[src/design/rifs_pkg.sv]
// constants shared by the reader interrupt and fifo status block
// Behaviour
// - any edge of osc, pll or field-good status sets the analog-change bit
// - end of direct command execution sets the command-done bit
// - short reception, disabled command or protocol violation sets length/protocol sub-bit
// - preamble failure or fifo overflow in rx or tx sets preamble/overflow sub-bit
// - second status register zero after reset or chip disable, cleared by host read
// - interrupt pin high while any enabled bit is set in either status register
// - every error source raises both summary error and its own sub-bit
// - transmit-active status bit reads one while transmitting
// - receive-active status bit reads one while receiving
// - fifo overflow bit set when more than 24 bytes loaded
// - five-bit unread count, showing 1fh after an empty fifo is read
// - no-crc control bit makes reception run without crc handling
// - direct-fifo bit passes all bytes incl. crc, header irq becomes second-byte irq
// - repeat bit adds interrupts after fourth and sixth bytes in direct mode only; host may clear it
// - auto error-code preset loads 41-bit length when received header bit is one
// - status bits always set on events; enables only gate the pin
// - header irq flags high header bit, or two bytes in fifo in direct mode
// - short inventory commands preset 16 bits, handle request presets 32 bits
package rifs_pkg;
    // register offsets
    localparam logic [7:0] RIFS_ADDR_IRQ2     = 8'h38;
    localparam logic [7:0] RIFS_ADDR_FIFO_ST  = 8'h39;
    localparam logic [7:0] RIFS_ADDR_RXLEN_HI = 8'h3a;
    // second status register fields
    localparam int RIFS_IRQ2_ANA    = 7;
    localparam int RIFS_IRQ2_CMD    = 6;
    localparam int RIFS_IRQ2_CRC    = 2;
    localparam int RIFS_IRQ2_LEN    = 1;
    localparam int RIFS_IRQ2_PRE    = 0;
    localparam logic [7:0] RIFS_IRQ2_USED  = 8'hc7;
    localparam logic [7:0] RIFS_IRQ2_RESET = 8'h00;
    // fifo status fields
    localparam int RIFS_FST_TX   = 7;
    localparam int RIFS_FST_RX   = 6;
    localparam int RIFS_FST_OVFL = 5;
    localparam logic [4:0] RIFS_FIFO_EMPTY_READ = 5'h1f;
    localparam int RIFS_FIFO_DEPTH = 24;
    // receive length control fields
    localparam int RIFS_RXC_NOCRC  = 7;
    localparam int RIFS_RXC_DIRECT = 6;
    localparam int RIFS_RXC_REPEAT = 5;
    localparam int RIFS_RXC_AUTOEC = 4;
    localparam logic [7:0] RIFS_RXC_RESET = 8'h00;
    // preset lengths in bits
    localparam logic [11:0] RIFS_LEN_SHORT   = 12'h010;
    localparam logic [11:0] RIFS_LEN_HANDLE  = 12'h020;
    localparam logic [11:0] RIFS_LEN_ERRCODE = 12'h029;
    localparam logic [11:0] RIFS_LEN_RESET   = 12'h000;
    // direct command codes with length preset
    localparam logic [7:0] RIFS_CMD_SHORT_LO = 8'h98;
    localparam logic [7:0] RIFS_CMD_SHORT_HI = 8'h9c;
    localparam logic [7:0] RIFS_CMD_HANDLE   = 8'h9f;
    // received byte numbers that raise the byte interrupt
    localparam logic [3:0] RIFS_BYTE_SECOND = 4'h2;
    localparam logic [3:0] RIFS_BYTE_FOURTH = 4'h4;
    localparam logic [3:0] RIFS_BYTE_SIXTH  = 4'h6;

    typedef enum logic [0:0] {RIFS_RX_IDLE, RIFS_RX_BUSY} rifs_rx_state_t;
endpackage : rifs_pkg

[src/design/rifs_rx_monitor.sv]
// receive-side monitor: expected length, header and byte interrupts, short error
`timescale 1ns/1ps
module rifs_rx_monitor
    import rifs_pkg::*;
#(
    parameter int LEN_W = 12
)(
    input  wire logic             clk,          // system clock
    input  wire logic             rst,          // async reset, high
    input  wire logic             en,           // chip enable, low clears
    input  wire logic [7:0]       ctrl,         // receive length control register
    input  wire logic             len_hi_wr,    // host write of length msb nibble
    input  wire logic [LEN_W-9:0] len_hi,       // written msb nibble
    input  wire logic             len_lo_wr,    // host write of length lsb byte
    input  wire logic [7:0]       len_lo,       // written lsb byte
    input  wire logic             cmd_start,    // direct command taken
    input  wire logic [7:0]       cmd_code,     // its code
    input  wire logic             rx_start,     // reception begins
    input  wire logic             rx_header_v,  // header bit valid
    input  wire logic             rx_header,    // header bit value
    input  wire logic             rx_byte_v,    // one byte received
    input  wire logic             rx_end,       // reception finished
    input  wire logic [LEN_W-1:0] rx_bits,      // bits received at end
    output logic [LEN_W-1:0]      exp_len,      // expected receive length
    output logic                  header_irq,   // header or byte interrupt pulse
    output logic                  short_err     // reception too short pulse
);
    rifs_rx_state_t   state_r;
    logic [3:0]       byte_cnt_r;
    logic [LEN_W-1:0] len_r;
    logic             hit;

    function automatic logic byte_hit(input logic [3:0] n, input logic [7:0] c);
        byte_hit = (n == RIFS_BYTE_SECOND)
                 || (c[RIFS_RXC_REPEAT] && (n == RIFS_BYTE_FOURTH || n == RIFS_BYTE_SIXTH));
    endfunction : byte_hit

    assign exp_len = len_r;

    always_ff @(posedge clk or posedge rst)
    begin
        if (rst)
            state_r <= RIFS_RX_IDLE;
        else if (!en)
            state_r <= RIFS_RX_IDLE;
        else
            case (state_r)
                RIFS_RX_IDLE: if (rx_start) state_r <= RIFS_RX_BUSY;
                RIFS_RX_BUSY: if (rx_end)   state_r <= RIFS_RX_IDLE;
                default:      state_r <= RIFS_RX_IDLE;
            endcase
    end

    always_ff @(posedge clk or posedge rst)
    begin
        if (rst)
            byte_cnt_r <= 4'h0;
        else if (!en || rx_start)
            byte_cnt_r <= 4'h0;
        else if (rx_byte_v && state_r == RIFS_RX_BUSY && byte_cnt_r != 4'hf)
            byte_cnt_r <= byte_cnt_r + 4'h1;
    end

    // later write wins: error-code preset overrides the host's length
    always_ff @(posedge clk or posedge rst)
    begin
        if (rst)
            len_r <= RIFS_LEN_RESET;
        else if (!en)
            len_r <= RIFS_LEN_RESET;
        else if (rx_header_v && rx_header && ctrl[RIFS_RXC_AUTOEC])
            len_r <= RIFS_LEN_ERRCODE;
        else if (cmd_start && cmd_code == RIFS_CMD_HANDLE)
            len_r <= RIFS_LEN_HANDLE;
        else if (cmd_start && cmd_code >= RIFS_CMD_SHORT_LO && cmd_code <= RIFS_CMD_SHORT_HI)
            len_r <= RIFS_LEN_SHORT;
        else
        begin
            if (len_hi_wr) len_r[LEN_W-1:8] <= len_hi;
            if (len_lo_wr) len_r[7:0]       <= len_lo;
        end
    end

    // repeat bit is sampled live so the host can stop it mid-reception
    assign hit = rx_byte_v && state_r == RIFS_RX_BUSY
              && byte_hit(byte_cnt_r + 4'h1, ctrl);

    always_ff @(posedge clk or posedge rst)
    begin
        if (rst)
            header_irq <= 1'b0;
        else if (!en)
            header_irq <= 1'b0;
        else if (ctrl[RIFS_RXC_DIRECT])
            header_irq <= hit;
        else
            header_irq <= rx_header_v && rx_header;
    end

    always_ff @(posedge clk or posedge rst)
    begin
        if (rst)
            short_err <= 1'b0;
        else
            short_err <= en && rx_end && state_r == RIFS_RX_BUSY && rx_bits < len_r;
    end
endmodule : rifs_rx_monitor

[src/design/rifs_top.sv]
// interrupt status two, fifo status and receive length control of the reader
`timescale 1ns/1ps
module rifs_top
    import rifs_pkg::*;
#(
    parameter int FIFO_DEPTH = RIFS_FIFO_DEPTH,
    parameter int LEN_W      = 12
)(
    input  wire logic             CLK,            // system clock, 10 MHz
    input  wire logic             RST,            // async reset, high
    input  wire logic             EN,             // chip enable, low clears
    input  wire logic [7:0]       REG_ADDR,       // host register address
    input  wire logic             REG_WR,         // write strobe, one cycle
    input  wire logic [7:0]       REG_WDATA,      // write data
    input  wire logic             REG_RD,         // read phase end strobe
    input  wire logic [7:0]       IRQ2_ENABLE,    // enable register two contents
    input  wire logic             IRQ1_PENDING,   // enabled bit set in register one
    input  wire logic             OSC_OK,         // oscillator ok
    input  wire logic             PLL_OK,         // pll locked
    input  wire logic             FIELD_GOOD,     // rf field ok
    input  wire logic             CMD_START,      // direct command taken, pulse
    input  wire logic [7:0]       CMD_CODE,       // direct command code
    input  wire logic             CMD_DONE,       // direct command finished, pulse
    input  wire logic             TX_BUSY,        // transmission in progress
    input  wire logic             RX_BUSY,        // reception in progress
    input  wire logic             RX_START,       // reception begins, pulse
    input  wire logic             RX_HEADER_V,    // header bit valid, pulse
    input  wire logic             RX_HEADER,      // header bit value
    input  wire logic             RX_BYTE_V,      // byte received, pulse
    input  wire logic             RX_END,         // reception finished, pulse
    input  wire logic [LEN_W-1:0] RX_BITS,        // bits received at end
    input  wire logic             CRC_ERR,        // crc error, pulse
    input  wire logic             PROTO_ERR,      // disabled cmd or violation, pulse
    input  wire logic             PREAMBLE_ERR,   // preamble detect failure, pulse
    input  wire logic             FIFO_PUSH,      // byte loaded into fifo
    input  wire logic             FIFO_POP,       // byte read from fifo
    input  wire logic             FIFO_CLEAR,     // fifo emptied
    input  wire logic             RX_LEN_LO_WR,   // lsb length register written
    input  wire logic [7:0]       RX_LEN_LO,      // lsb length value
    output logic [7:0]            REG_RDATA,      // read data, valid after REG_RD
    output logic                  IRQ,            // interrupt pin
    output logic                  IRQ1_ERR_SET,   // summary error event to register one
    output logic                  IRQ1_HDR_SET,   // header or byte event to register one
    output logic [LEN_W-1:0]      RX_EXP_LEN,     // expected receive length
    output logic                  RX_CRC_EN,      // crc handling enabled
    output logic                  RX_ALL_TO_FIFO  // all bytes incl. crc go to fifo
);
    ////////////////////////////////////////////////////////////////////////
    // declarations
    logic [7:0]       irq2_r;
    logic [7:0]       irq2_nxt;
    logic [7:0]       rxc_r;
    logic [4:0]       fcnt_r;
    logic             ovfl_r;
    logic             empty_rd_r;
    logic [2:0]       ana_r;
    logic             ana_vld_r;
    logic             ana_chg;
    logic             fifo_ovf_ev;
    logic             hdr_irq;
    logic             short_err;
    logic [LEN_W-1:0] exp_len;
    logic             rd_irq2;
    logic             wr_rxc;
    logic [7:0]       fstat;

    function automatic logic hit_addr(input logic [7:0] a, input logic [7:0] off);
        hit_addr = (a == off);
    endfunction : hit_addr

    assign rd_irq2 = REG_RD && hit_addr(REG_ADDR, RIFS_ADDR_IRQ2);
    assign wr_rxc  = REG_WR && hit_addr(REG_ADDR, RIFS_ADDR_RXLEN_HI);

    ////////////////////////////////////////////////////////////////////////
    // analog status edge detect
    always_ff @(posedge CLK or posedge RST)
    begin
        if (RST)
            ana_r <= 3'h0;
        else
            ana_r <= {OSC_OK, PLL_OK, FIELD_GOOD};
    end

    // first sample after reset only primes the detector, so a pin already high is no edge
    always_ff @(posedge CLK or posedge RST)
    begin
        if (RST)
            ana_vld_r <= 1'b0;
        else
            ana_vld_r <= 1'b1;
    end

    // inputs are synchronous; both edges count
    assign ana_chg = ana_vld_r && (ana_r != {OSC_OK, PLL_OK, FIELD_GOOD});

    ////////////////////////////////////////////////////////////////////////
    // fifo occupancy
    assign fifo_ovf_ev = FIFO_PUSH && !FIFO_POP && fcnt_r >= 5'(FIFO_DEPTH);

    always_ff @(posedge CLK or posedge RST)
    begin
        if (RST)
            fcnt_r <= 5'h00;
        else if (!EN || FIFO_CLEAR)
            fcnt_r <= 5'h00;
        else if (FIFO_PUSH && !FIFO_POP && fcnt_r < 5'(FIFO_DEPTH))
            fcnt_r <= fcnt_r + 5'h01;
        else if (FIFO_POP && !FIFO_PUSH && fcnt_r != 5'h00)
            fcnt_r <= fcnt_r - 5'h01;
    end

    // sticky until fifo is cleared so software can see it after the frame
    always_ff @(posedge CLK or posedge RST)
    begin
        if (RST)
            ovfl_r <= 1'b0;
        else if (!EN)
            ovfl_r <= 1'b0;
        else if (fifo_ovf_ev)
            ovfl_r <= 1'b1;
        else if (FIFO_CLEAR)
            ovfl_r <= 1'b0;
    end

    // an empty read shows 1fh until the next byte arrives
    always_ff @(posedge CLK or posedge RST)
    begin
        if (RST)
            empty_rd_r <= 1'b0;
        else if (!EN || FIFO_CLEAR || FIFO_PUSH)
            empty_rd_r <= 1'b0;
        else if (FIFO_POP && fcnt_r == 5'h00)
            empty_rd_r <= 1'b1;
    end

    always_comb
    begin
        fstat              = 8'h00;
        fstat[RIFS_FST_TX] = TX_BUSY;
        fstat[RIFS_FST_RX] = RX_BUSY;
        fstat[RIFS_FST_OVFL] = ovfl_r;
        fstat[4:0]         = empty_rd_r ? RIFS_FIFO_EMPTY_READ : fcnt_r;
    end

    ////////////////////////////////////////////////////////////////////////
    // receive length control register
    always_ff @(posedge CLK or posedge RST)
    begin
        if (RST)
            rxc_r <= RIFS_RXC_RESET;
        else if (!EN)
            rxc_r <= RIFS_RXC_RESET;
        else if (wr_rxc)
            rxc_r <= {REG_WDATA[7:4], 4'h0};
    end

    rifs_rx_monitor #(
        .LEN_W       (LEN_W)
    ) u_rxmon (
        .clk         (CLK),
        .rst         (RST),
        .en          (EN),
        .ctrl        (rxc_r),
        .len_hi_wr   (wr_rxc),
        .len_hi      (REG_WDATA[LEN_W-9:0]),
        .len_lo_wr   (RX_LEN_LO_WR),
        .len_lo      (RX_LEN_LO),
        .cmd_start   (CMD_START),
        .cmd_code    (CMD_CODE),
        .rx_start    (RX_START),
        .rx_header_v (RX_HEADER_V),
        .rx_header   (RX_HEADER),
        .rx_byte_v   (RX_BYTE_V),
        .rx_end      (RX_END),
        .rx_bits     (RX_BITS),
        .exp_len     (exp_len),
        .header_irq  (hdr_irq),
        .short_err   (short_err)
    );

    ////////////////////////////////////////////////////////////////////////
    // second interrupt status register
    always_comb
    begin
        irq2_nxt = irq2_r;
        if (rd_irq2)
            irq2_nxt = RIFS_IRQ2_RESET;
        // set after clear so a same-cycle event survives the read
        if (ana_chg)                  irq2_nxt[RIFS_IRQ2_ANA] = 1'b1;
        if (CMD_DONE)                 irq2_nxt[RIFS_IRQ2_CMD] = 1'b1;
        if (CRC_ERR)                  irq2_nxt[RIFS_IRQ2_CRC] = 1'b1;
        if (short_err || PROTO_ERR)   irq2_nxt[RIFS_IRQ2_LEN] = 1'b1;
        if (PREAMBLE_ERR || fifo_ovf_ev) irq2_nxt[RIFS_IRQ2_PRE] = 1'b1;
        irq2_nxt = irq2_nxt & RIFS_IRQ2_USED;
    end

    always_ff @(posedge CLK or posedge RST)
    begin
        if (RST)
            irq2_r <= RIFS_IRQ2_RESET;
        else if (!EN)
            irq2_r <= RIFS_IRQ2_RESET;
        else
            irq2_r <= irq2_nxt;
    end

    ////////////////////////////////////////////////////////////////////////
    // outputs
    always_ff @(posedge CLK or posedge RST)
    begin
        if (RST)
            IRQ <= 1'b0;
        else
            IRQ <= EN && (IRQ1_PENDING || |(irq2_nxt & IRQ2_ENABLE & RIFS_IRQ2_USED));
    end

    // each error feeds the summary bit independently of its sub-bit
    always_ff @(posedge CLK or posedge RST)
    begin
        if (RST)
            IRQ1_ERR_SET <= 1'b0;
        else
            IRQ1_ERR_SET <= EN && (CRC_ERR || short_err || PROTO_ERR
                                   || PREAMBLE_ERR || fifo_ovf_ev);
    end

    always_ff @(posedge CLK or posedge RST)
    begin
        if (RST)
            IRQ1_HDR_SET <= 1'b0;
        else
            IRQ1_HDR_SET <= EN && hdr_irq;
    end

    always_ff @(posedge CLK or posedge RST)
    begin
        if (RST)
        begin
            RX_EXP_LEN     <= RIFS_LEN_RESET;
            RX_CRC_EN      <= 1'b1;
            RX_ALL_TO_FIFO <= 1'b0;
        end
        else
        begin
            RX_EXP_LEN     <= exp_len;
            RX_CRC_EN      <= !rxc_r[RIFS_RXC_NOCRC];
            RX_ALL_TO_FIFO <= rxc_r[RIFS_RXC_DIRECT];
        end
    end

    // read data captured before the read-clear takes effect
    always_ff @(posedge CLK or posedge RST)
    begin
        if (RST)
            REG_RDATA <= 8'h00;
        else if (REG_RD)
            case (REG_ADDR)
                RIFS_ADDR_IRQ2:     REG_RDATA <= irq2_r & RIFS_IRQ2_USED;
                RIFS_ADDR_FIFO_ST:  REG_RDATA <= fstat;
                RIFS_ADDR_RXLEN_HI: REG_RDATA <= {rxc_r[7:4], exp_len[LEN_W-1:8]};
                default:            REG_RDATA <= 8'h00;
            endcase
    end
endmodule : rifs_top

[config.mk]
export PLATFORM = sky130hd
export DESIGN_NAME = rifs_top
export DESIGN_NICKNAME = d
export VERILOG_FILES = /design/src/design/rifs_pkg.sv /design/src/design/rifs_rx_monitor.sv /design/src/design/rifs_top.sv
export SDC_FILE = /design/constraint.sdc
export NUM_CORES = 1
export LEC_CHECK = 0
export BUFFER_PORTS_ARGS = -buffer_cell sky130_fd_sc_hd__buf_2
export CELL_PAD_IN_SITES_DETAIL_PLACEMENT = 1
export CELL_PAD_IN_SITES_GLOBAL_PLACEMENT = 1
export CORE_MARGIN = 2
export CORE_UTILIZATION = 35
export CTS_CLUSTER_SIZE = 40
export DETAILED_ROUTE_END_ITERATION = 10
export PLACE_DENSITY = 0.87
export SYNTH_ARGS = -nofsm -noshare
export SYNTH_HDL_FRONTEND = slang
export SYNTH_SLANG_ARGS = --single-unit
[constraint.sdc]
create_clock -name CLK -period 2.2 [get_ports CLK]
set_input_delay 0.11 -clock CLK [delete_from_list [all_inputs] [get_ports CLK]]
set_output_delay 0.11 -clock CLK [all_outputs]
set_load 0.02 [all_outputs]
== Word level (Yosys, flattened, before mapping) ==
Index checks and enable logic that the tools add are counted.

* Bits in registers: 71
* Input port bits: 77
* Output and inout port bits: 25
* Word-level logic and storage cells: 122

* Add/subtract/negate cells: 3
* Magnitude comparators: 5
* Equality and inequality tests: 13
* Mux-type cells: 33
* Bitwise gates (word level): 2
* Reduce and logical (&&, ||, !) cells: 46

{| class="wikitable"
|+ Operator list
! kind !! count
|-
| 12-bit 2-to-1 mux || 4
|-
| 8-bit 2-to-1 mux || 5
|-
| 8-bit by 6-bit == test with 1-bit output, second input constant || 3
|-
| 1-bit logical AND || 24
|-
| 8-bit one-hot mux with 3 select lines || 1
|-
| 5-bit 2-to-1 mux || 4
|-
| 1-bit 2-to-1 mux || 15
|-
| 1-bit logical OR || 12
|-
| 12-bit < comparator || 1
|-
| 4-bit 2-to-1 mux || 3
|-
| 5-bit by 1-bit != test with 1-bit output, second input constant || 2
|-
| 8-bit AND || 1
|-
| 4-bit by 3-bit == test with 1-bit output, second input constant || 2
|-
| 8-bit == test, second input constant || 1
|-
| 8-bit >= comparator, second input constant || 1
|-
| 8-bit less-or-equal comparator, second input constant || 1
|-
| 5-bit by 1-bit adder with 5-bit output, second input constant || 1
|-
| 5-bit >= comparator, second input constant || 1
|-
| 5-bit zero test || 1
|-
| 5-bit < comparator, second input constant || 1
|-
| 5-bit nonzero test || 1
|-
| 5-bit OR reduction || 1
|-
| 5-bit by 1-bit subtractor with 5-bit output, second input constant || 1
|-
| 4-bit by 1-bit adder with 4-bit output, second input constant || 1
|-
| 10 further kinds || 14
|}

== Logic depth before layout (Yosys ltp) ==
Gate-level depths: netlist of run 1.

* Depth in word-level cells: 9
* Gate-level depth with buffers: 8
* Depth with buffers taken out: 8

== Modules after synthesis ==
From an unflattened synthesis of run 1, not the netlist that was laid out.

* Cell total of the unflattened synthesis: 312
* Area, all modules: 3,270.6 um2

{| class="wikitable"
|+ Modules (own cells, without submodules)
! module !! times used !! cells an instance !! area an instance (um2) !! seq. area each (um2)
|-
| rifs_top || 1 || 181 || 1,959.4 || 1,127.3
|-
| rifs_rx_monitor || 1 || 131 || 1,311.3 || 475.5
|}

== Worst setup path before layout of run 1 ==
No wires, ideal clock.

* Path type: register to register
* From: reg fcnt_r[3]
* To: reg fcnt_r[4]
* Setup time: 0.160 ns
* Arrival: 1.877 ns
* Data required time: 2.040 ns
* Slack: 0.163 ns
* Stages on the path, launching flop included: 9
* Buffers on the path: 0
* Period minus slack after synthesis: 2.037 ns
* Cell sequence: dfrtp_1 > inv_1 > o21ai_0 > ha_1 > a21o_1 > a21oi_1 > xnor2_1 > o21ai_0 > a21oi_1

* Longest elaborated chain between the ends: 4
* Elaborated cells between the ends (all ways): 10
* Those cells by class: 2 x add/sub; 1 x order compare; 3 x mux; 4 x reduce/logical

{| class="wikitable"
|+ RTL lines
! item !! RTL line !! source
|-
| from (decl) || rifs_top.sv:53 || <nowiki>logic [4:0] fcnt_r;</nowiki>
|-
| from (signal assigned) || rifs_top.sv:107 || <nowiki>fcnt_r <= fcnt_r + 5'h01;</nowiki>
|-
| from (signal assigned) || rifs_top.sv:109 || <nowiki>fcnt_r <= fcnt_r - 5'h01;</nowiki>
|-
| 5-bit by 1-bit subtractor with 5-bit output or 5-bit < comparator (tied branches) || rifs_top.sv:109, rifs_top.sv:106 ||
|-
| 5-bit 2-to-1 mux or 1-bit logical AND (tied branches) || rifs_top.sv:108, rifs_top.sv:106 ||
|-
| 5-bit 2-to-1 mux || rifs_top.sv:106 || <nowiki>else if (FIFO_PUSH && !FIFO_POP && fcnt_r < 5'(FIFO_DEPTH))</nowiki>
|-
| 5-bit 2-to-1 mux || rifs_top.sv:104 || <nowiki>else if (!EN || FIFO_CLEAR)</nowiki>
|}

Several ways; a longest one is shown, not always the timed one. The select of a mux whose other input is x is not followed.
A chain may end at the register's enable or synchronous reset.

== Final worst setup path of run 1 ==
Ends and elaborated chain as after synthesis.

==> results.tsv, run 1 <==
metric	value	unit
arrival	2.21	ns
switching_share	25.6	%
dp_cells	525	
stdcell_area	4200	um2
worstSetupEndpointType	flop	
fmax	0.492	GHz
yosysWarningCount	0	
final_max_slew_viol_count	0	
avgRoutedWirePerCell	16.4	um
cp_max_fo	4	
vdd_drop_max	0.304	mV
r2r_end	fcnt_r[4]$_DFFE_PP0P_	
drc	0	
yosys_most_used_dff	dfrtp_1	
hold_viol	0	
cp_common_cell	a21oi_1	
regToRegSetupSlack	0.17	ns
combPwrFrac	15.9	%
path_clk_slew	0.07	ns
via_per_inst	5.15	
critPathMaxStageDelay	0.43	ns
min_path_cells	3	
final_nets	526	
period_minus_slack	2.03	ns
drt_iter0_markers	67	
drv_cap	0	
synthArstFlopShare	100	%
insertion_delay	0.34	ns
ios	102	
rr_worst_depth	8	
p_per_area	672	nW/um2
drive_gt1_share	30.0	%
crit_cells	8	
status	finished, final reports clean	
crit_chain	inv_1 > o21ai_2 > fa_1 > a21o_1 > a21oi_1 > xnor2_1 > o21ai_0 > a21oi_1	
htreeDepth	3	
syn_avg_cell_area	10.3	um2
globalRouteOverflowTotal	0	
ys_ff_latch	64	
p_switching	724	uW
post-place-ws	-0.0116	ns
fill_cells	1062	
grt_pass1_vias	3033	
final_core_util	46.1	%
crit_family	compound AO/OA/AOI/OAI gates	
grt_max_degree	42	
dieArea	10000	um2
rsz0062_at_grt	no	
rows	35	
p_seq_share	44.6	%
cts_buffers	9	
fin_ws	0.168	ns
worstSetupStartpointType	flop	
syn_area	3230	um2
seq_area_frac_synth	49.6	%
syn_inst	313	
worst-slew-pin-transition	0.865	ns
layout_commonest_cell	buf_2	
grt_antenna_before_repair	1	
path_buf_inv	1	
gp_congestion	0.791	
core_area	9110	um2
p_leak	0.00208	uW
p_int	2100	uW
wl	8980	um
cts_tree	done	
critPathKind	flop to flop	
die_w	100	um
p_clk_share	39.5	%
drtPass1Iterations	4	
setup_viol	0	
grt_usage	19.1	%
die_h	100	um
cts.sinks	64	
postPlaceCellArea	3910	um2
finClkSkew	0.00817	ns
hpwl	7000	um
grt_pass1_wl	14800	um
cts_max_path_buffers	2	
final_cell_mix	98 x buf_2, 63 x dfrtp_1, 30 x inv_1	
hold_slack	0.0192	ns
hp-start	REG_WDATA[3]	
vias	2820	
final_cells	548	
worstPathRequired	2.38	ns
cts_setup_buffers	0	
timing.rr.start	fcnt_r[3]$_DFFE_PP0P_	
max_slew_margin	42.2	%
synth_cell_type_count	48	
crit_start	fcnt_r[3]$_DFFE_PP0P_	
synth_nets	408	
syn_to_final_growth	30.1	%
cts-root-buf	clkbuf_8	
portBuffers	98	
synth-edff-count	0	
crit_end	fcnt_r[4]$_DFFE_PP0P_	
min_period_over_period	92.4	%
ant_nets	0	
crit_slowest_cell	fa_1	
start_util	35.5	%
min_path_type	primary input to flop	
## Yosys cell counts, types with 6 or more instances
cell      instances  area, um2
a21o_1            8       60.1
dfrtp_1          63       1580
o22ai_1           6       37.5
mux2i_1          21        210
inv_1            31        116
o21ai_0          20        100
nand3_1          14       70.1
nand2_1          12       45.0
nor2b_1          12       75.1
xnor2_1           6       52.6
nor2_1           22       82.6
a21oi_1          14       70.1
ha_1             17        213
xor2_1            6       52.6
and2_1            8       50.1
clkbuf_1          6       22.5
## stage by stage
| stage | power, uW | setup TNS (ns) |
|---|---|---|
| global placement | 1680 | 0 |
| global route | 2960 | 0 |
| CTS | 2850 | 0 |
| finish | 2820 | 0 |
| detailed placement | 1710 | -0.0116 |
| floorplan | 1520 | 0 |
## layer usage
| layer | part of all wire [%] | routed length, um | vias to the layer above | global-route usage [%] |
|---|---|---|---|---|
| met5 | 0 | 0 | - | 0 |
| met4 | 4.9 | 444 | 0 | 11.3 |
| met2 | 50 | 4490 | 80 | 32.0 |
| li1 | - | - | 1325 | - |
| met1 | 41 | 3720 | 1387 | 23.4 |
| met3 | 3.6 | 320 | 28 | 2.86 |
## power by group through the flow
stage | Clock [uW] | Sequential, uW | Combinational, uW
3_3_place_gp | 0 | 1280 | 405
5_1_grt | 1190 | 1270 | 499
3_5_place_dp | 0 | 1280 | 432
2_1_floorplan | 0 | 1290 | 232
6_report | 1120 | 1260 | 448
4_1_cts | 1140 | 1260 | 449
## cell type report
class	instances	area (um2)	share of cell area (%)
tap	111	139	3.31
antenna	1	2.50	0.0596
clock buffer	13	149	3.54
timing repair buffer	116	641	15.3
inverter	31	116	2.77
sequential	64	1600	38.2
multi-input combinational	209	1490	35.4
clock inverter	3	65.1	1.55
## worst reg2reg max path, stage by stage (launching register included)
cell and delay (ns):
dfrtp_1 0.38, inv_1 0.12, o21ai_2 0.10, fa_1 0.43, a21o_1 0.20, a21oi_1 0.24
xnor2_1 0.11, o21ai_0 0.18, a21oi_1 0.10
## repair_timing
action                                  CTS  global route
hold buffers                              6             0
resized for setup                         1             2
endpoints found under the hold margin    43             0
endpoints found under the setup margin    1             3
pin swaps                                 0             0
## cell families (layout without fill, tap and decap cells)
logic type / Yosys count / after routing / synth area share, %
AOI/OAI and AO/OA: 68 / 68 / 13.8
buffers and inverters: 40 / 163 / 4.73
and+or+nand+nor: 87 / 87 / 14.1
DFF: 64 / 64 / 49.6
other: 1 / 2 / 0.116
adders and majority gates: 18 / 18 / 7.21
xor gates and xnor gates: 12 / 12 / 3.25
muxes: 23 / 23 / 7.21
## how the worst min path moves through the flow
stage / slack, ns / end
5_1_grt: 0.03 / IRQ1_ERR_SET$_DFF_PP0_
2_1_floorplan: 0.14 / ana_r[0]$_DFF_PP0_
4_1_cts: 0.02 / u_rxmon.exp_len[11]$_DFFE_PP0P_
3_5_place_dp: 0.25 / ana_r[1]$_DFF_PP0_
6_report: 0.02 / u_rxmon.exp_len[11]$_DFFE_PP0P_
3_3_place_gp: 0.24 / ana_r[0]$_DFF_PP0_
## flip-flops by register name, summed over array words and instances, names as in the netlist
signal	flops
RX_EXP_LEN	12
u_rxmon.exp_len	12
REG_RDATA	8
fcnt_r	5
irq2_r	5
rxc_r	4
u_rxmon.byte_cnt_r	4
ana_r	3
IRQ	1
IRQ1_ERR_SET	1
IRQ1_HDR_SET	1
RX_ALL_TO_FIFO	1
RX_CRC_EN	1
ana_vld_r	1
empty_rd_r	1
ovfl_r	1
u_rxmon.header_irq	1
u_rxmon.short_err	1
u_rxmon.state_r	1
No activity file was read; power rests on OpenSTA's default activity.
==> run 2, diff against run 1 <==
Settings changed: MAX_ROUTING_LAYER set to met4, SYNTH_HIERARCHICAL set to 1.
==> run 2 against run 1 <==
  * Worst setup slack better by 0.078 ns
  * Maximum frequency is 4.0% higher
  * Synthesized cell count fell by 0.64%
  * Critical endpoint is now fcnt_r[3]$_DFFE_PP0P_
  * Highest routed layer unchanged
==> results.tsv, run 2 <==
metric	value	unit	change
status	finished, final reports clean		
cts_max_path_buffers	2		unchanged
start_util	35.7	%	+0.24 points
avgRoutedWirePerCell	17.1	um	+4.6%
critPathKind	flop to flop		
fill_cells	1062		unchanged
grt_antenna_before_repair	0		-1
min_period_over_period	88.8	%	-3.6 points
cts.sinks	64		unchanged
p_per_area	635	nW/um2	-5.5%
worstSetupStartpointType	flop		
p_leak	0.00201	uW	-3.4%
seqCellArea	1600	um2	unchanged
grt_pass1_wl	14700	um	-0.33%
globalRouteOverflowTotal	0		unchanged
path_clk_slew	0.07	ns	about the same
cp_max_fo	9		+5
cts_setup_buffers	0		unchanged
grt_pass1_vias	3068		+1.2%
syn_to_final_growth	26.5	%	
worstSetupEndpointType	flop		
cts_tree	done		
yosysWarningCount	6		+6
drv_cap	0		unchanged
drc	0		unchanged
core_area	9150	um2	+0.48%
crit_family	compound AO/OA/AOI/OAI gates		
dieArea	10100	um2	+1.1%
period_minus_slack	1.95	ns	-0.0782 ns
insertion_delay	0.34	ns	about the same
rows	35		unchanged
final_core_util	45.2	%	-0.95 points
multi_input_area	1490	um2	+0.17%
syn_area	3270	um2	+1.2%
worstPathRequired	2.45	ns	+0.07 ns
path_buf_inv	0		-1
synth_nets	406		-0.49%
drt_iter0_markers	87		+30%
worst-slew-pin-transition	1.04	ns	+0.170 ns
grt_usage	19.5	%	+0.43 points
setup_tns	0	ns	unchanged
gp_congestion	0.876		+11%
cts_buffers	9		unchanged
syn_inst	311		-0.64%
min_path_type	primary input to flop		
rsz0062_at_grt	no		
crit_slowest_cell	o311ai_1		
syn_avg_cell_area	10.5	um2	+1.8%
htreeDepth	3		unchanged
wl	9220	um	+2.7%
dp_cells	516		-1.7%
portBuffers	98		unchanged
finClkSkew	0.00954	ns	+0.00136 ns
critPathMaxStageDelay	0.84	ns	+0.41 ns
ant_nets	0		unchanged
vdd_drop_max	0.272	mV	-11%
final_max_slew_viol_count	0		unchanged
cts-root-buf	clkbuf_8		
grt_max_degree	46		+9.5%
max_slew_margin	29.9	%	-12 points
die_w	101	um	+0.55%
via_per_inst	5.09		-1.1%
drtPass1Iterations	4		unchanged
ios	102		unchanged
layout_commonest_cell	buf_2		
final_cells	538		-1.8%
crit_chain	or4_1 > nor2_1 > o311ai_1 > nand2_1 > o22ai_1		
drive_gt1_share	33.6	%	+3.5 points
arrival	2.20	ns	about the same
die_h	101	um	+0.55%
fmax	0.512	GHz	+4.0%
post-place-ws	-0.0263	ns	-0.0147 ns
hold_viol	0		unchanged
fin_ws	0.246	ns	+0.0782 ns
final_cell_mix	98 x buf_2, 63 x dfrtp_1, 33 x inv_1		
final_nets	516		-1.9%
hpwl	7030	um	+0.42%
vias	2739		-2.9%
setup_viol	0		unchanged
run 2: final cells by class:
type / instances / area share (%)
repair buffers: 110 / 14.3
flip-flops and latches: 64 / 38.8
multi-input cells: 202 / 36.0
clock inverters: 6 / 1.06
well taps: 111 / 3.36
clock buffers: 10 / 3.33
diodes: 1 / 0.0605
inverters: 34 / 3.09
run 2: final timing paths:
| check | depth (start not counted) | endpoint | startpoint | slack (ns) |
|---|---|---|---|---|
| max in group asynchronous | 3 | u_rxmon/exp_len[10]$_DFFE_PP0P_ | RST | 1.26 |
| worst min-delay path | 3 | u_rxmon/exp_len[2]$_DFFE_PP0P_ | RX_LEN_LO[2] | 0.02 |
| min in group asynchronous | 3 | u_rxmon/exp_len[4]$_DFFE_PP0P_ | RST | 0.45 |
| worst min register to register | 0 | RX_EXP_LEN[4]$_DFF_PP0_ | u_rxmon/exp_len[4]$_DFFE_PP0P_ | 0.38 |
| worst max register to register | 5 | fcnt_r[3]$_DFFE_PP0P_ | fcnt_r[0]$_DFFE_PP0P_ | 0.25 |
| worst max-delay path | 5 | fcnt_r[3]$_DFFE_PP0P_ | fcnt_r[0]$_DFFE_PP0P_ | 0.25 |
run 2: layer usage:
metal	wire length (um)	GRT usage [%]	share of wire (%)
met3	341	3.19	3.7
met1	3810	22.4	41
met5	0	-	0
met2	4840	33.4	52
met4	223	8.85	2.4
run 2: repair_timing:
action,4_1_cts,5_1_grt
hold buffers,5,0
gates resized for setup,1,2
endpoints found under the setup margin,1,1
hold endpoints to repair,67,0
pin swaps,0,0
run 2: metrics by stage:
stage,power [uW],hold slack [ns],area [um2]
finish,2630,0.0193,4130
global route,2760,0.0140,4130
CTS,2650,0.00794,4120
detailed placement,1710,0.245,3890
global placement,1680,0.243,3890
floorplan,1530,0.0611,3270
run 2: power by group:
group / internal (uW) / switching [uW]
logic: 194 / 244
clock network: 443 / 484
registers: 1220 / 37.5
run 2: tightest hold or removal path, delay by kind of cell:
| kind | cells | cell delay, ns |
|---|---|---|
| buf+inv | 1 | 0.08 |
| mux | 1 | 0.07 |
| simple gates | 1 | 0.07 |
==> run 3, diff against run 2 <==
Settings changed: CORE_UTILIZATION 35 to 39, PLACE_DENSITY 0.87 to 0.91.
Clock period 2.2 ns to 1.9 ns, I/O delays scaled along.
==> run 3 against run 2 <==
  * Sequential power up 16%
  * Wire length up 2.8%
  * Clock skew decreased by 0.0031 ns
  * Via count grew 1.5%
  * Register-to-register slack worse by 0.11 ns
  * Worst setup slack worse by 0.11 ns
  * First-iteration DRC count shrank 38%
  * Count of clock-buffer cells in the layout decreased by 1
  * Sequential share of layout area decreased by 1.1 points
  * Critical path depth grew 3
  * Total power up 21%
==> results.tsv, run 3 (synthesized netlist as in run 2, its figures left out) <==
metric	value	unit	change
critPathKind	flop to flop		
layout_commonest_cell	buf_2		
grt_pass1_wl	15000	um	+1.9%
cts-root-buf	clkbuf_8		
timing.rr.start	fcnt_r[3]$_DFFE_PP0P_		
vdd_drop_max	0.446	mV	+64%
gp_congestion	0.875		about the same
cp_max_fo	4		-5
p_per_area	747	nW/um2	+18%
start_util	40.0	%	+4.3 points
insertion_delay	0.35	ns	about the same
hold_viol	0		unchanged
worst-slew-pin-transition	0.836	ns	-0.199 ns
core_area	8180	um2	-11%
post-place-ws	-0.123	ns	-0.0969 ns
finClkSkew	0.00648	ns	-0.00305 ns
hpwl	7570	um	+7.7%
die_w	95.5	um	-5.1%
final_cell_mix	98 x buf_2, 63 x dfrtp_1, 31 x inv_1		
rr_worst_depth	8		+3
grt_antenna_before_repair	0		unchanged
setup_viol	0		unchanged
max_slew_margin	44.2	%	+14 points
p_leak	0.00206	uW	+2.8%
globalRouteOverflowTotal	0		unchanged
r2r_end	fcnt_r[4]$_DFFE_PP0P_		
arrival	2.03	ns	-0.17 ns
fill_cells	930		-12%
setup_tns	0	ns	unchanged
cts_tree	done		
ios	102		unchanged
final_cells	541		+0.56%
drc	0		unchanged
portBuffers	98		unchanged
regToRegSetupSlack	0.14	ns	-0.11 ns
syn_to_final_growth	30.4	%	
drive_gt1_share	36.0	%	+2.4 points
period_minus_slack	1.76	ns	-0.190 ns
seqCellArea	1600	um2	unchanged
final_max_slew_viol_count	0		unchanged
rsz0062_at_grt	yes		
via_per_inst	5.14		+0.90%
min_period_over_period	92.8	%	+4.0 points
min_path_cells	3		unchanged
avgRoutedWirePerCell	17.5	um	+2.2%
die_h	95.5	um	-5.1%
worstPathRequired	2.17	ns	-0.28 ns
hp-start	RX_LEN_LO[6]		
drtPass1Iterations	4		unchanged
crit_start	fcnt_r[3]$_DFFE_PP0P_		
ant_nets	0		unchanged
totalPowerFinal	3180	uW	+21%
status	finished, final reports clean		
cts.sinks	64		unchanged
fin_ws	0.136	ns	-0.110 ns
diodes	0		-1
drt_iter0_markers	54		-38%
min_path_type	primary input to flop		
worstSetupEndpointType	flop		
dp_cells	519		+0.58%
wl	9470	um	+2.8%
final_nets	526		+1.9%
drv_cap	0		unchanged
grt_pass1_vias	3131		+2.1%
vias	2779		+1.5%
dieArea	9130	um2	-9.9%
rows	33		-5.7%
cts_buffers	9		unchanged
multi_input_area	1520	um2	+2.0%
hold_end	u_rxmon/exp_len[6]$_DFFE_PP0P_		
worstSetupStartpointType	flop		
cts_max_path_buffers	2		unchanged
grt_usage	22.6	%	+3.1 points
grt_max_degree	26		-43%
htreeDepth	3		unchanged
fmax	0.567	GHz	+11%
path_clk_slew	0.07	ns	about the same
run 3: how the worst max path moves through the flow:
stage,slack [ns],cells past startpoint,endpoint
CTS,0.02,8,fcnt_r[4]$_DFFE_PP0P_
floorplan,0.005,8,fcnt_r[4]$_DFFE_PP0P_
global route,-0.01,8,fcnt_r[4]$_DFFE_PP0P_
finish,0.14,8,fcnt_r[4]$_DFFE_PP0P_
detailed placement,-0.12,8,fcnt_r[4]$_DFFE_PP0P_
global placement,0.01,8,fcnt_r[4]$_DFFE_PP0P_
run 3: layout make-up:
class / count / share of cell area, %
clock buffers: 9 / 2.91
multi-input cells: 202 / 35.6
repair buffers: 120 / 16.0
clock inverters: 7 / 1.70
inverters: 34 / 3.00
flip-flops and latches: 64 / 37.6
well taps: 105 / 3.08
run 3: stage by stage:
step	hold WS, ns	utilization (%)	cell area, um2
after global routing	0.00746	52.1	4260
final	0.0124	52.1	4260
after CTS	0.000962	51.8	4240
after floorplan	0.0461	-	3270
after global placement	0.156	48.5	3970
after detailed placement	0.159	48.5	3970
run 3: per-layer routing:
metal,track usage [%],share of wire [%],vias up
li1,-,-,1318
met1,24.9,40,1379
met2,40.6,54,67
met3,4.43,3.8,15
met4,7.86,2.1,0
met5,-,0,-
run 3: repair_timing:
| action | 4_1_cts | 5_1_grt |
|---|---|---|
| setup endpoints to repair | 4 | 5 |
| hold endpoints to repair | 44 | 0 |
| pin swaps | 1 | 2 |
| resized for setup | 3 | 7 |
| buffers inserted | 0 | 0 |
| hold buffers | 6 | 0 |
run 3: where the power goes:
| part | leakage (uW) | switching (uW) | internal (uW) |
|---|---|---|---|
| Sequential | 0.000853 | 44.4 | 1420 |
| Combinational | 0.00111 | 307 | 252 |
| Clock | 0.0000952 | 558 | 604 |
run 3: worst max-delay path, cell delays in order, from the launching register on:
cell,delay [ns]
dfrtp_1,0.39
inv_2,0.10
o21ai_4,0.07
fa_2,0.35
a21o_1,0.19
a21oi_2,0.20
xor2_1,0.17
a21oi_1,0.08
a21oi_1,0.13
